===== src/hw/fac_pkg.sv =====
// Package: register map, field positions, counts and states of the alarm channel controller
package fac_pkg;

    // Register indices; the byte address on the bus is four times the index
    localparam logic [9:0] IDX_CONTROL = 10'h060;
    localparam logic [9:0] IDX_LIVE_STATUS = 10'h061;
    localparam logic [9:0] IDX_STICKY_STATUS = 10'h062;
    localparam logic [9:0] IDX_IRQ_ENABLE = 10'h063;
    localparam logic [9:0] IDX_TX_CODE_A = 10'h064;
    localparam logic [9:0] IDX_TX_CODE_B = 10'h065;
    localparam logic [9:0] IDX_RX_FIFO_DATA = 10'h066;

    // Control register fields
    localparam int SEL_LSB = 0;
    localparam int SEL_MSB = 1;
    localparam int FLUSH_BIT = 2;

    // Status bit positions, shared by live, sticky and enable registers
    localparam int TX_IDLE_BIT = 0;
    localparam int RX_DET_BIT = 1;
    localparam int RX_IDLE_BIT = 2;
    localparam int RX_QUEUE_BIT = 3;
    localparam int RX_OVF_BIT = 4;
    localparam int NUM_STATUS = 5;
    localparam int NUM_LIVE = 4;

    // Widths
    localparam int CODE_W = 6;
    localparam int FRAME_LEN = 16;
    localparam int FIFO_DEPTH = 4;

    // Action select encodings
    localparam logic [1:0] SEL_IDLE = 2'h0;
    localparam logic [1:0] SEL_A_ONLY = 2'h1;
    localparam logic [1:0] SEL_A_THEN_B = 2'h2;
    localparam logic [1:0] SEL_A_CONT = 2'h3;

    // Counts
    localparam logic [3:0] CODE_REPEAT = 4'ha;
    localparam logic [3:0] LAST_BIT = 4'hf;
    localparam logic [1:0] VALID_COUNT = 2'h3;
    localparam logic [1:0] LOSS_COUNT = 2'h2;
    localparam logic [4:0] IDLE_ONES = 5'h10;
    localparam logic [4:0] GAP_ONE_FRAME = 5'h0f;
    localparam logic [2:0] FIFO_FULL = 3'h4;

    // Frame pattern pieces: eight ones go first, then a zero, six code bits, a zero
    localparam logic [7:0] FLAG_ONES = 8'hff;

    typedef enum logic [1:0] {
        TX_IDLE = 2'b00,
        TX_SEND_A = 2'b01,
        TX_SEND_B = 2'b10,
        TX_CONT = 2'b11
    } fac_tx_state_e;

endpackage : fac_pkg


===== src/hw/fac_ctrl.sv =====
// Far-end alarm channel controller: APB registers, codeword transmitter and receiver
`timescale 1ns/100ps

module fac_ctrl (
    input wire logic clock,
    input wire logic sys_rst,
    input wire logic [11:0] paddr,
    input wire logic psel,
    input wire logic penable,
    input wire logic pwrite,
    input wire logic [31:0] pwdata,
    output logic [31:0] prdata,
    output logic pready,
    output logic pslverr,
    input wire logic slot_en,
    input wire logic rx_bit,
    output logic tx_bit,
    input wire logic channel_master_irq_en,
    output logic irq
);

    typedef struct packed {
        logic [31:0] prdata;
        logic pready;
        logic pslverr;
        logic [1:0] tx_action_select;
        logic rx_receiver_flush;
        logic [1:0] sel_prev;
        logic flush_prev;
        logic [fac_pkg::NUM_STATUS-1:0] irq_en;
        logic [fac_pkg::CODE_W-1:0] tx_code_a_bits;
        logic [fac_pkg::CODE_W-1:0] tx_code_b_bits;
        logic [fac_pkg::NUM_STATUS-1:0] sticky;
        logic [fac_pkg::NUM_LIVE-1:0] live_prev;
        fac_pkg::fac_tx_state_e tx_state;
        logic [fac_pkg::FRAME_LEN-1:0] tx_frame;
        logic [3:0] tx_bit_idx;
        logic [3:0] tx_rep;
        logic tx_bit;
        logic [fac_pkg::FRAME_LEN-1:0] rx_shift;
        logic [4:0] rx_ones;
        logic [4:0] rx_gap;
        logic [fac_pkg::CODE_W-1:0] rx_cand;
        logic [1:0] rx_cand_cnt;
        logic [fac_pkg::CODE_W-1:0] rx_valid_code;
        logic rx_code_detected_flag;
        logic rx_idle_flag;
        logic [fac_pkg::FIFO_DEPTH-1:0][fac_pkg::CODE_W-1:0] fifo_mem;
        logic [1:0] fifo_wr;
        logic [1:0] fifo_rd;
        logic [2:0] fifo_cnt;
        logic irq;
    } fac_state_s;

    fac_state_s q;
    fac_state_s n;

    logic acc_first;
    logic acc_done;
    logic wr_done;
    logic rd_done;
    logic addr_hit;
    logic [7:0] rd_byte;
    logic [9:0] idx;
    logic start_req;
    logic [fac_pkg::NUM_LIVE-1:0] live;
    logic [fac_pkg::NUM_STATUS-1:0] set_ev;
    logic [fac_pkg::NUM_STATUS-1:0] clr_ev;
    logic [fac_pkg::FRAME_LEN-1:0] rx_sh_n;
    logic rx_match;
    logic [fac_pkg::CODE_W-1:0] rx_code;
    logic [1:0] cnt_n;
    logic push;
    logic pop;
    logic overflow;
    logic [3:0] rep_n;

    // Builds a sixteen-bit frame; bit 0 leaves first, so code bit 0 leaves first
    function automatic logic [fac_pkg::FRAME_LEN-1:0] frame_of(
        input logic [fac_pkg::CODE_W-1:0] code
    );
        frame_of = {1'b0, code, 1'b0, fac_pkg::FLAG_ONES};
    endfunction : frame_of

    ////////////////////////////////////////////////////////////////////////////
    // Next-state logic
    always_comb begin
        n = q;
        idx = paddr[11:2];
        acc_first = psel & penable & ~q.pready;
        acc_done = psel & penable & q.pready;
        wr_done = acc_done & pwrite;
        rd_done = acc_done & ~pwrite;
        addr_hit = 1'b1;
        rd_byte = 8'h00;
        start_req = 1'b0;
        live = '0;
        set_ev = '0;
        clr_ev = '0;
        rx_sh_n = q.rx_shift;
        rx_match = 1'b0;
        rx_code = '0;
        cnt_n = q.rx_cand_cnt;
        push = 1'b0;
        pop = 1'b0;
        overflow = 1'b0;
        rep_n = q.tx_rep;

        // Read mux; queue data reads zero when the queue is empty
        case (idx)
            fac_pkg::IDX_CONTROL: begin
                rd_byte = {5'h00, q.rx_receiver_flush, q.tx_action_select};
            end
            fac_pkg::IDX_LIVE_STATUS: begin
                rd_byte = {4'h0, q.fifo_cnt == 3'h0, q.rx_idle_flag,
                           q.rx_code_detected_flag, q.tx_state == fac_pkg::TX_IDLE};
            end
            fac_pkg::IDX_STICKY_STATUS: begin
                rd_byte = {3'h0, q.sticky};
            end
            fac_pkg::IDX_IRQ_ENABLE: begin
                rd_byte = {3'h0, q.irq_en};
            end
            fac_pkg::IDX_TX_CODE_A: begin
                rd_byte = {2'h0, q.tx_code_a_bits};
            end
            fac_pkg::IDX_TX_CODE_B: begin
                rd_byte = {2'h0, q.tx_code_b_bits};
            end
            fac_pkg::IDX_RX_FIFO_DATA: begin
                rd_byte = (q.fifo_cnt == 3'h0) ? 8'h00 : {2'h0, q.fifo_mem[q.fifo_rd]};
            end
            default: begin
                addr_hit = 1'b0;
            end
        endcase

        // One wait state: pready rises in the second access cycle
        n.pready = acc_first;
        n.pslverr = acc_first & ~addr_hit;
        if (acc_first) begin
            n.prdata = {24'h000000, rd_byte};
        end

        // Register writes take effect on the completing edge only
        if (wr_done) begin
            case (idx)
                fac_pkg::IDX_CONTROL: begin
                    n.tx_action_select = pwdata[fac_pkg::SEL_MSB:fac_pkg::SEL_LSB];
                    n.rx_receiver_flush = pwdata[fac_pkg::FLUSH_BIT];
                end
                fac_pkg::IDX_STICKY_STATUS: begin
                    clr_ev = pwdata[fac_pkg::NUM_STATUS-1:0];
                end
                fac_pkg::IDX_IRQ_ENABLE: begin
                    n.irq_en = pwdata[fac_pkg::NUM_STATUS-1:0];
                end
                fac_pkg::IDX_TX_CODE_A: begin
                    n.tx_code_a_bits = pwdata[fac_pkg::CODE_W-1:0];
                end
                fac_pkg::IDX_TX_CODE_B: begin
                    n.tx_code_b_bits = pwdata[fac_pkg::CODE_W-1:0];
                end
                default: begin
                end
            endcase
        end
        pop = rd_done && (idx == fac_pkg::IDX_RX_FIFO_DATA) && (q.fifo_cnt != 3'h0);

        ////////////////////////////////////////////////////////////////////////
        // Transmitter; the select field is edge-triggered out of 00
        n.sel_prev = q.tx_action_select;
        start_req = (q.sel_prev == fac_pkg::SEL_IDLE) &&
                    (q.tx_action_select != fac_pkg::SEL_IDLE);
        if (slot_en) begin
            if (q.tx_state == fac_pkg::TX_IDLE) begin
                n.tx_bit = 1'b1;
            end else begin
                // Closing zero is forced, since frame bit 15 doubles as the A-then-B mark
                n.tx_bit = (q.tx_bit_idx == fac_pkg::LAST_BIT) ? 1'b0
                           : q.tx_frame[q.tx_bit_idx];
                n.tx_bit_idx = q.tx_bit_idx + 4'h1;
                if (q.tx_bit_idx == fac_pkg::LAST_BIT) begin
                    // Count saturates so a long continuous run never wraps
                    rep_n = (q.tx_rep == fac_pkg::CODE_REPEAT) ? q.tx_rep : q.tx_rep + 4'h1;
                    n.tx_rep = rep_n;
                    case (q.tx_state)
                        fac_pkg::TX_SEND_A: begin
                            if (rep_n == fac_pkg::CODE_REPEAT) begin
                                // Select is not looked at, so a write of 00 cannot cut it short;
                                // a two-phase run is moved on to codeword B further down
                                n.tx_state = fac_pkg::TX_IDLE;
                            end
                        end
                        fac_pkg::TX_SEND_B: begin
                            if (rep_n == fac_pkg::CODE_REPEAT) begin
                                n.tx_state = fac_pkg::TX_IDLE;
                            end
                        end
                        fac_pkg::TX_CONT: begin
                            n.tx_frame = frame_of(q.tx_code_a_bits);
                            if (rep_n == fac_pkg::CODE_REPEAT &&
                                q.tx_action_select == fac_pkg::SEL_IDLE) begin
                                n.tx_state = fac_pkg::TX_IDLE;
                            end
                        end
                        default: begin
                            n.tx_state = fac_pkg::TX_IDLE;
                        end
                    endcase
                end
            end
        end
        // Two-phase action switches to codeword B after ten copies of A
        if (slot_en && q.tx_state == fac_pkg::TX_SEND_A && q.tx_bit_idx == fac_pkg::LAST_BIT &&
            rep_n == fac_pkg::CODE_REPEAT && q.tx_frame[fac_pkg::FRAME_LEN-1] == 1'b1) begin
            n.tx_state = fac_pkg::TX_SEND_B;
            n.tx_rep = 4'h0;
            n.tx_frame = frame_of(q.tx_code_b_bits);
        end
        // Starts are honoured only from idle; a request while busy is lost
        if (q.tx_state == fac_pkg::TX_IDLE && start_req) begin
            n.tx_bit_idx = 4'h0;
            n.tx_rep = 4'h0;
            // Bit 15 of the frame is always zero on the line; it marks the A-then-B run
            n.tx_frame = frame_of(q.tx_code_a_bits);
            case (q.tx_action_select)
                fac_pkg::SEL_A_ONLY: begin
                    n.tx_state = fac_pkg::TX_SEND_A;
                end
                fac_pkg::SEL_A_THEN_B: begin
                    n.tx_state = fac_pkg::TX_SEND_A;
                    n.tx_frame[fac_pkg::FRAME_LEN-1] = 1'b1;
                end
                default: begin
                    n.tx_state = fac_pkg::TX_CONT;
                end
            endcase
        end

        ////////////////////////////////////////////////////////////////////////
        // Receiver: bit-by-bit search for the codeword pattern
        if (slot_en) begin
            rx_sh_n = {rx_bit, q.rx_shift[fac_pkg::FRAME_LEN-1:1]};
            n.rx_shift = rx_sh_n;
            n.rx_ones = rx_bit ? ((q.rx_ones == fac_pkg::IDLE_ONES) ? q.rx_ones
                                  : q.rx_ones + 5'h01) : 5'h00;
            if (n.rx_ones == fac_pkg::IDLE_ONES) begin
                n.rx_idle_flag = 1'b1;
            end
            rx_match = (rx_sh_n[7:0] == fac_pkg::FLAG_ONES) && !rx_sh_n[8] &&
                       !rx_sh_n[fac_pkg::FRAME_LEN-1];
            rx_code = rx_sh_n[14:9];
            n.rx_gap = (q.rx_gap == 5'h1f) ? q.rx_gap : q.rx_gap + 5'h01;
            if (rx_match) begin
                n.rx_gap = 5'h00;
                // Consecutive means the same code exactly one frame later
                if (q.rx_gap == fac_pkg::GAP_ONE_FRAME && rx_code == q.rx_cand) begin
                    cnt_n = (q.rx_cand_cnt == fac_pkg::VALID_COUNT) ? q.rx_cand_cnt
                            : q.rx_cand_cnt + 2'h1;
                end else begin
                    cnt_n = 2'h1;
                end
                n.rx_cand = rx_code;
                n.rx_cand_cnt = cnt_n;
                if (cnt_n == fac_pkg::VALID_COUNT && q.rx_cand_cnt != fac_pkg::VALID_COUNT &&
                    !(q.rx_code_detected_flag && rx_code == q.rx_valid_code)) begin
                    n.rx_code_detected_flag = 1'b1;
                    n.rx_valid_code = rx_code;
                    n.rx_idle_flag = 1'b0;
                    push = 1'b1;
                end
                // A different code seen twice in a row ends the detection
                if (cnt_n == fac_pkg::LOSS_COUNT && q.rx_code_detected_flag &&
                    rx_code != q.rx_valid_code) begin
                    n.rx_code_detected_flag = 1'b0;
                end
            end
        end

        // Receive queue, four entries; a push into a full queue is dropped unless a pop comes in the same cycle
        overflow = push && (q.fifo_cnt == fac_pkg::FIFO_FULL) && !pop;
        if (push && !overflow) begin
            n.fifo_mem[q.fifo_wr] = rx_code;
            n.fifo_wr = q.fifo_wr + 2'h1;
        end
        if (pop) begin
            n.fifo_rd = q.fifo_rd + 2'h1;
        end
        n.fifo_cnt = q.fifo_cnt + {2'h0, push && !overflow} - {2'h0, pop};

        // Flush on a rising control bit wins over any push or pop
        n.flush_prev = q.rx_receiver_flush;
        if (q.rx_receiver_flush && !q.flush_prev) begin
            n.rx_shift = '0;
            n.rx_ones = 5'h00;
            n.rx_gap = 5'h00;
            n.rx_cand = '0;
            n.rx_cand_cnt = 2'h0;
            n.rx_valid_code = '0;
            n.rx_code_detected_flag = 1'b0;
            n.rx_idle_flag = 1'b0;
            n.fifo_wr = 2'h0;
            n.fifo_rd = 2'h0;
            n.fifo_cnt = 3'h0;
            overflow = 1'b0;
        end

        ////////////////////////////////////////////////////////////////////////
        // Sticky bits: edges of the live flags, plus queue overflow; a new event beats a clear
        live[fac_pkg::TX_IDLE_BIT] = (q.tx_state == fac_pkg::TX_IDLE);
        live[fac_pkg::RX_DET_BIT] = q.rx_code_detected_flag;
        live[fac_pkg::RX_IDLE_BIT] = q.rx_idle_flag;
        live[fac_pkg::RX_QUEUE_BIT] = (q.fifo_cnt == 3'h0);
        n.live_prev = live;
        set_ev[fac_pkg::RX_IDLE_BIT:0] = live[fac_pkg::RX_IDLE_BIT:0] &
                                         ~q.live_prev[fac_pkg::RX_IDLE_BIT:0];
        set_ev[fac_pkg::RX_QUEUE_BIT] = !live[fac_pkg::RX_QUEUE_BIT] &&
                                        q.live_prev[fac_pkg::RX_QUEUE_BIT];
        set_ev[fac_pkg::RX_OVF_BIT] = overflow;
        n.sticky = (q.sticky & ~clr_ev) | set_ev;

        // Interrupt level, gated per source and by the channel master enable
        n.irq = channel_master_irq_en && |(q.sticky & q.irq_en);
    end

    ////////////////////////////////////////////////////////////////////////////
    // State register
    always_ff @(posedge clock or posedge sys_rst) begin
        if (sys_rst) begin
            q <= '0;
            q.tx_bit <= 1'b1;
            q.live_prev <= 4'h9;
        end else begin
            q <= n;
        end
    end

    // Outputs straight from flip-flops
    assign prdata = q.prdata;
    assign pready = q.pready;
    assign pslverr = q.pslverr;
    assign tx_bit = q.tx_bit;
    assign irq = q.irq;

endmodule : fac_ctrl


===== config.mk =====
export PLATFORM = sky130hd
export DESIGN_NAME = fac_ctrl
export DESIGN_NICKNAME = d
export VERILOG_FILES = /design/src/hw/fac_pkg.sv /design/src/hw/fac_ctrl.sv
export SDC_FILE = /design/constraint.sdc
export NUM_CORES = 1
export LEC_CHECK = 0
export ABC_AREA = 1
export BUFFER_PORTS_ARGS = -buffer_cell sky130_fd_sc_hd__buf_4
export CAP_MARGIN = 20
export CORE_ASPECT_RATIO = 1.25
export CORE_MARGIN = 1
export CORE_UTILIZATION = 39
export CTS_CLUSTER_DIAMETER = 100
export DETAILED_ROUTE_END_ITERATION = 6
export GPL_ROUTABILITY_DRIVEN = 0
export PLACE_DENSITY = 0.64
export SYNTH_ARGS = -nofsm -noshare
export SYNTH_HDL_FRONTEND = slang
export SYNTH_SLANG_ARGS = --single-unit
export TNS_END_PERCENT = 1

===== constraint.sdc =====
create_clock -name clock -period 4.3 [get_ports clock]
set_input_delay 0 -clock clock [delete_from_list [all_inputs] [get_ports clock]]
set_output_delay 0 -clock clock [all_outputs]
set_load 0.05 [all_outputs]

==> impl_metrics.yaml, run 1 <==
status:
  result_of_the_run: "completed"
clock_tree:
  clk_pin_slew_worst_paths_ns: 0.06
  clock_insertion_delay_worst_skew_ns: 0.43
  cts_root_buf: "sky130_fd_sc_hd__clkbuf_16"
  htreeDepth: 4
  tritoncts_clock_tree: "done"
  cts_post_setup_buffers_inserted: 0
  clock_path_buffers: 2
  cts_sinks: 132
  cts_buffers: 17
worst_setup_path:
  worstReg2RegEnd: "q[3]"
  crit_path_end_kind: "register"
  path_common_cell: "sky130_fd_sc_hd__ha_1"
  worstPathCellList: "ha_1, nand2_1, nor2_1, ha_1, o21ai_1, nor4_4, nand2_2, nor2_4, nand4_4, ha_1, inv_1, ha_1, fa_1, o21ai_0, a21oi_1"
  worstRegToRegCells: 15
  required_ns: 4.61
  regToRegStartpoint: "q[48]"
  worst_ep_arrival_time_ns: 3.38
  cp-start-kind: "register"
  rrSetupSlack_ns: 1.23
  timing_worst_setup_path_type: "reg2reg"
  critPathMaxFanout: 9
  timing.critical_path.slowest_stage_cell: "sky130_fd_sc_hd__dfrtp_1"
  maximum_cell_stage_delay_along_the_critical_path_ns: 0.37
cells_and_area:
  syn2layout_area_growth_pct: 14.97
  multi_input_comb_area_um2: 3294
  post_route_cells_drive_above_1_share_pct: 11.75
  area.sequential_um2: 3307
  num_antenna_cells: 0
  finish.cell_count_without_fillers: 1190
  fillCellCount: 1783
  final_net_count: 1022
detailed_routing:
  drt-initial-drc-count: 525
  vias_per_instance: 5.003
  routed_wirelength_mm: 16.80
  detail_route.drc_violations: 0
  drt-pass1-iter-count: 5
  drt-wirelength-per-cell_um: 14.12
  via_count: 5954
  drt.antenna.violating_nets: 0
synthesis:
  synth_warnings: 0
  synth.lib_cells_used.distinct: 50
  post_synth_main_area_contributors: "sky130_fd_sc_hd__dfrtp_1, sky130_fd_sc_hd__nand2_1, sky130_fd_sc_hd__inv_1, sky130_fd_sc_hd__o21ai_0, sky130_fd_sc_hd__buf_4"
  synth_cells: 905
  synth_edf_count: 0
  yosys_register_bits: 132
  yosys_most_used_dff: "sky130_fd_sc_hd__dfrtp_1"
  post_synth_most_frequent_cells: "sky130_fd_sc_hd__nand2_1, sky130_fd_sc_hd__dfrtp_1, sky130_fd_sc_hd__inv_1, sky130_fd_sc_hd__o21ai_0, sky130_fd_sc_hd__nor2_1"
  synth-seq-area-share_pct: 45.70
  synth_top_area_cell: "sky130_fd_sc_hd__dfrtp_1"
  synthesized_area_divided_by_synthesized_cell_count_um2: 7.997
  synth_top_area_share_pct: 44.61
  postSynth.asyncResetShare_pct: 100.0
  yosys.cell_count.top_type: "sky130_fd_sc_hd__nand2_1"
  post_synth_instance_area_um2: 7237
global_route:
  grt_pass1_vias: 5691
  grt_antenna_before_repair: 0
  grt_pass1_wl_mm: 27.83
  grtUsageTotal_pct: 18.83
  pin_count_of_the_biggest_net_entering_global_routing: 92
  global_route.overflow_total: 0
worst_hold_path:
  timing.hold.worst_path_depth: 5
  holdPathEnd: "live[2]"
  timing.hold.worst.class: "in2reg"
  start_point_of_the_worst_hold_path: "rx_bit"
timing:
  finalCritPeriodShare_pct: 71.38
  setup_tns_ns: 0
  number_of_setup_violations_in_the_final_report: 0
  final-max-slew-violation-count: 0
  transition_at_the_pin_with_the_smallest_max_transition_slack_ns: 0.8676
  timing.final.hold_violations: 0
  layout_min_cycle_time_ns: 3.069
  timing.slew.headroom_pct: 41.63
  grt_setup_unrepaired: "no"
  fmax_mhz: 325.8
  finClkSkew_ns: 0.005922
die:
  core_um2: 18170
  fp.dieH_um: 154.3
  initial_cell_density_of_the_core_pct: 39.83
  num_rows: 55
  die_w_um: 123.8
  design.die.area_um2: 19110
  floorplan.io_pins: 88
placement:
  numPortBuffers: 33
  dp_hpwl_mm: 12.08
  place.detailed.instances: 1147
power:
  worst_ir_drop_vdd_v: 0.0002732
  power_density_nw_per_um2: 402.3
  static-leakage-power_nw: 4.123
job:
  drv.max_cap_violation_count: 0
## per-stage QoR
stage	instance area (um2)	utilization, %	setup WS (ns)	power (W)	hold WS (ns)
detailed placement	7575	41.69	1.222	0.001812	0.2381
floorplan	7331	-	0.7789	0.001730	0.1221
finish	8320	45.80	1.231	0.003347	0.008710
CTS	8320	45.80	1.211	0.003373	0.009330
global route	8320	45.80	0.9584	0.003494	0.05602
global placement	7575	41.69	1.238	0.001804	0.2118
## layout by cell type (no fill, tap or decap), drive strengths merged
cell type,netlist,layout
nor2,81,81
dlygate4sd3,0,12
bufinv,0,4
a41oi,1,1
xor2,7,7
nor4,4,4
clkinvlp,0,1
clkbuf,10,22
fa,1,1
a21oi,33,33
a221oi,1,1
dfstp,3,3
dfrtp,129,129
nand3b,5,5
a21boi,1,1
nand2,258,258
clkinv,1,5
o21ai,74,74
or2,4,4
o31ai,1,1
ha,19,19
a22o,2,2
o21a,1,1
o2111ai,2,2
a211oi,2,2
buf,37,36
o311ai,2,2
a31oi,1,1
nand3,56,56
nor3,10,10
or3,1,1
inv,109,109
nand4,24,24
conb,1,26
o22ai,24,24
## logic make-up (layout without fill, tap and decap cells)
kind of cell / Yosys count / in the layout / synth area share, %
buf+inv: 157 / 189 / 10.08
compound gates: 145 / 145 / 11.26
other cells: 1 / 26 / 0.05182
simple gates: 443 / 443 / 28.51
flops: 132 / 132 / 45.70
fa+ha+maj: 20 / 20 / 3.562
xor+xnor: 7 / 7 / 0.8472
## worst max path at each step
| stage | slack [ns] | to | startpoint |
|---|---|---|---|
| floorplan | 0.78 | irq | sys_rst |
| finish | 1.23 | q[3] | q[48] |
| detailed placement | 1.22 | q[3] | q[48] |
| global route | 0.96 | q[3] | q[48] |
| global placement | 1.24 | q[3] | q[48] |
| CTS | 1.21 | q[3] | q[48] |
## state kept, by name, indices dropped and copies added (netlist names)
register and flops:
prdata 6, live 2, n 3, irq 1
tx_bit 1, pready 1, q 117, pslverr 1
## area by class of cell
class                   instances  share of cell area, %
flip-flops and latches        132                  39.74
inverters                     110                  5.023
repair buffers                 48                  4.692
clock inverters                 9                  1.820
clock buffers                  22                  5.699
multi-input cells             641                  39.59
well taps                     228                  3.429
## report_power, final
group | internal [W] | switching, W
combinational | 0.000128 | 0.000274
clock | 0.00101 | 0.000540
sequential | 0.00132 | 0.0000755
## critical path: cells and delay by family, from the launching register on
kind / cells / cell delay, ns
AO/OA/AOI/OAI: 3 / 0.31
adder cells (fa/ha/maj): 5 / 1.25
buffers and inverters: 1 / 0.04
AND/OR/NAND/NOR: 6 / 0.98
flip-flops: 1 / 0.37
## metal layers
layer | wire length (um) | GRT usage (%) | up-vias | part of all wire, %
met2 | 8476 | 32.33 | 133 | 50
met4 | 422 | 7.860 | 0 | 2.5
met1 | 7399 | 22.94 | 2818 | 44
li1 | - | - | 2974 | -
met3 | 505 | 3.208 | 29 | 3.0
met5 | 0 | 0 | - | 0
## timing repair
| action | 4_1_cts | 5_1_grt |
|---|---|---|
| gates resized for setup | 0 | 0 |
| hold buffers | 12 | 0 |
| hold endpoints to repair | 114 | 0 |
Note: power is estimated with default switching activity, not from simulation.
==> run 2: changes to the inputs <==
--- a/config.mk
+++ b/config.mk
@@ -5,7 +5,7 @@
 export SDC_FILE = /design/constraint.sdc
 export NUM_CORES = 1
 export LEC_CHECK = 0
-export ABC_AREA = 1
+export ABC_AREA = 0
 export BUFFER_PORTS_ARGS = -buffer_cell sky130_fd_sc_hd__buf_4
 export CAP_MARGIN = 20
 export CORE_ASPECT_RATIO = 1.25
@@ -14,7 +14,7 @@
 export CTS_CLUSTER_DIAMETER = 100
 export DETAILED_ROUTE_END_ITERATION = 6
 export GPL_ROUTABILITY_DRIVEN = 0
-export PLACE_DENSITY = 0.64
+export PLACE_DENSITY = 0.67
 export SYNTH_ARGS = -nofsm -noshare
 export SYNTH_HDL_FRONTEND = slang
 export SYNTH_SLANG_ARGS = --single-unit
==> constraint.sdc (replaced) <==
create_clock -name clock -period 2.5 [get_ports clock]
set_input_delay 0 -clock clock [delete_from_list [all_inputs] [get_ports clock]]
set_output_delay 0 -clock clock [all_outputs]
set_load 0.05 [all_outputs]
==> run 2 against run 1 <==
Clock power grew 72%. Critical path depth shrank 1. The flow now finishes with violations (negative setup slack). Worst hold slack worse by 0.0023 ns. Non-clock buffer count up 65. Sequential power rose by 82%. Synthesized cell count shrank 25%. Utilization increased by 3.3 points. Wire length fell by 2.8%. First-iteration DRC count down 35%. Critical endpoint unchanged. Power grew 91%. Cell count shrank 15%. Combinational power grew to 2.9 times the previous value.
==> impl_metrics.yaml, run 2 <==
clock_tree:
  clock_insertion_delay_worst_skew_ns: 0.43
  htreeDepth: 4
  cts_sinks: 132
  clk_pin_slew_worst_paths_ns: 0.06
  tritoncts_clock_tree: "done"
  cts_buffers: 17
  cts_root_buf: "sky130_fd_sc_hd__clkbuf_16"
  clock_path_buffers: 2
global_route:
  grt_pass1_wl_mm: 26.98
  pin_count_of_the_biggest_net_entering_global_routing: 133
  grt_pass1_vias: 5412
  global_route.overflow_total: 0
  grt_antenna_before_repair: 0
  grtUsageTotal_pct: 18.72
cells_and_area:
  top_register: "q"
  area.sequential_um2: 3307
  num_antenna_cells: 0
  layout.cells.most_common: "sky130_fd_sc_hd__dfrtp_1"
  final_net_count: 842
  syn2layout_area_growth_pct: 22.04
  utilization_pct: 49.15
  design_area_um2: 8667
  post_route_cells_drive_above_1_share_pct: 26.56
  largest_register_ffs: 117
  highest_count_cells_in_the_layout_ignoring_fill_and_taps: "sky130_fd_sc_hd__dfrtp_1, sky130_fd_sc_hd__buf_4, sky130_fd_sc_hd__nand2_1, sky130_fd_sc_hd__o21ai_0, sky130_fd_sc_hd__nor2_1"
  fillCellCount: 1572
  multi_input_comb_area_um2: 3438
synthesis:
  yosys-mux-area-fraction_pct: 11.56
  complex_gate_fraction_of_the_synthesized_area_pct: 13.13
  synth_edf_count: 0
  yosys.cell_count.top_type: "sky130_fd_sc_hd__dfrtp_1"
  post_synth_main_area_contributors: "sky130_fd_sc_hd__dfrtp_1, sky130_fd_sc_hd__mux2_1, sky130_fd_sc_hd__mux2_2, sky130_fd_sc_hd__nand2_1, sky130_fd_sc_hd__o21ai_0"
  postSynth.asyncResetShare_pct: 100.0
  synth.lib_cells_used.distinct: 73
  synth_xor_area_share_pct: 2.467
  post_synth_and_or_nand_nor_area_fraction_pct: 15.75
  yosys_most_used_dff: "sky130_fd_sc_hd__dfrtp_1"
  synth_top_family_by_area: "simple AND/OR/NAND/NOR gates"
  synthesized_area_divided_by_synthesized_cell_count_um2: 10.52
  synth_top_area_share_pct: 45.45
  post_synth_instance_area_um2: 7102
  synth_warnings: 0
  synth-seq-area-share_pct: 46.56
  yosys_register_bits: 132
  synth_cells: 675
  synth_top_area_cell: "sky130_fd_sc_hd__dfrtp_1"
  post_synth_most_frequent_cells: "sky130_fd_sc_hd__dfrtp_1, sky130_fd_sc_hd__nand2_1, sky130_fd_sc_hd__o21ai_0, sky130_fd_sc_hd__nor2_1, sky130_fd_sc_hd__buf_4"
  synth-adder-area-share_pct: 3.629
timing:
  grt_setup_unrepaired: "yes"
  timing.slew.headroom_pct: 51.38
  final-max-slew-violation-count: 0
  fmax_mhz: 305.6
  setup_tns_ns: -7.241
  finalCritPeriodShare_pct: 130.9
  worst_hold_slack_ns: 0.006388
  number_of_setup_violations_in_the_final_report: 28
  finClkSkew_ns: 0.01129
  transition_at_the_pin_with_the_smallest_max_transition_slack_ns: 0.7293
  timing.final.hold_violations: 0
  fin_ws_ns: -0.7723
  layout_min_cycle_time_ns: 3.272
worst_setup_path:
  worstRegToRegCells: 14
  cp-start-kind: "register"
  timing.critical_path.slowest_stage_cell: "sky130_fd_sc_hd__or4_4"
  worstReg2RegEnd: "q[3]"
  critical_path.top_delay_family: "adder cells"
  regToRegStartpoint: "q[49]"
  worst_ep_arrival_time_ns: 3.58
  worst_setup_path_startpoint: "q[49]"
  worstPathCellList: "ha_2, and3_4, ha_1, nand4_1, or4_4, a2111o_1, or2_4, ha_1, inv_1, ha_2, fa_2, xnor2_2, xnor2_1, nor2_1"
  critPathMaxFanout: 2
  required_ns: 2.81
  maximum_cell_stage_delay_along_the_critical_path_ns: 0.43
  rrSetupSlack_ns: -0.77
  timing_worst_setup_path_type: "reg2reg"
  crit_path_end_kind: "register"
  worst_path_buf_inv: 1
die:
  die_w_um: 122.7
  fp.dieH_um: 152.9
  initial_cell_density_of_the_core_pct: 40.27
  floorplan.io_pins: 88
  num_rows: 54
  design.die.area_um2: 18760
  core_um2: 17630
detailed_routing:
  drt.antenna.violating_nets: 0
  detail_route.drc_violations: 0
  vias_per_instance: 5.287
  via_count: 5324
  drt-initial-drc-count: 341
  routed_wirelength_mm: 16.33
  drt-pass1-iter-count: 4
  drt-wirelength-per-cell_um: 16.21
power:
  power_density_nw_per_um2: 736.6
  worst_ir_drop_vdd_v: 0.0005136
  static-leakage-power_nw: 4.162
job:
  drv.max_cap_violation_count: 0
placement:
  dp_hpwl_mm: 11.61
  dp_worst_setup_slack_ns: -0.9755
  numPortBuffers: 33
  placed_area_um2: 7910
worst_hold_path:
  holdPathEnd: "q[54]"
  timing.hold.worst_path_depth: 4
  start_point_of_the_worst_hold_path: "rx_bit"
  timing.hold.worst.class: "in2reg"
status:
  result_of_the_run: "finished, violations left"
  violations_in_the_final_reports: "negative setup slack"
## run 2: worst max path at each step
stage	slack [ns]	cells past startpoint	endpoint
2_1_floorplan	-1.01	15	q[3]
3_3_place_gp	-0.93	14	q[3]
4_1_cts	-0.77	14	q[3]
3_5_place_dp	-0.98	14	q[3]
6_report	-0.77	14	q[3]
5_1_grt	-0.95	14	q[3]
## run 2: repair_timing
item / 4_1_cts / 5_1_grt
hold endpoints to repair: 155 / 0
hold buffers: 8 / 0
setup buffers: 2 / 0
gates resized for setup: 8 / 2
pin swaps: 5 / 0
setup endpoints to repair: 35 / 42
## run 2: layout make-up
cell class | count | share of cell area, %
clock inverters | 14 | 2.295
flip-flops and latches | 132 | 38.16
multi-input cells | 475 | 39.67
well taps | 224 | 3.234
inverters | 31 | 1.386
clock buffers | 18 | 4.952
repair buffers | 113 | 10.31
## run 2: per-layer routing
metal	share of wire, %	vias up	global-route usage [%]	wire length, um
met1	42	2647	22.67	6866
li1	-	2548	-	-
met4	1.9	0	7.607	311
met2	53	97	31.75	8597
met5	0	-	0	0
met3	3.4	32	4.142	552
## run 2: cell families (layout without fill, tap and decap cells)
| kind of cell | Yosys count | in the layout |
|---|---|---|
| fa+ha+maj | 20 | 20 |
| other cells | 1 | 26 |
| compound gates | 142 | 142 |
| mux | 66 | 66 |
| flops | 132 | 132 |
| buf+inv | 93 | 176 |
| xor+xnor | 20 | 20 |
| simple gates | 201 | 201 |
## run 2: worst reg2reg max path: stages (launching register included)
cell and delay (ns):
sky130_fd_sc_hd__dfrtp_1 0.35, sky130_fd_sc_hd__ha_2 0.18, sky130_fd_sc_hd__and3_4 0.19, sky130_fd_sc_hd__ha_1 0.15
sky130_fd_sc_hd__nand4_1 0.09, sky130_fd_sc_hd__or4_4 0.43, sky130_fd_sc_hd__a2111o_1 0.34, sky130_fd_sc_hd__or2_4 0.25
sky130_fd_sc_hd__ha_1 0.27, sky130_fd_sc_hd__inv_1 0.04, sky130_fd_sc_hd__ha_2 0.17, sky130_fd_sc_hd__fa_2 0.37
sky130_fd_sc_hd__xnor2_2 0.17, sky130_fd_sc_hd__xnor2_1 0.13, sky130_fd_sc_hd__nor2_1 0.05
## run 2: report_power, final
| group | switching [W] | total, W | leakage [nW] | internal (W) |
|---|---|---|---|---|
| clock | 0.000993 | 0.00267 | 0.306 | 0.00168 |
| combinational | 0.000643 | 0.00116 | 2.11 | 0.000521 |
| sequential | 0.000186 | 0.00255 | 1.75 | 0.00236 |
## run 2: per-stage QoR
step | total power [W] | cells
4_1_cts | 0.006435 | 1007
5_1_grt | 0.006672 | 1007
3_3_place_gp | 0.003683 | 965
6_report | 0.006384 | 1007
3_5_place_dp | 0.003712 | 965
2_1_floorplan | 0.003309 | 700
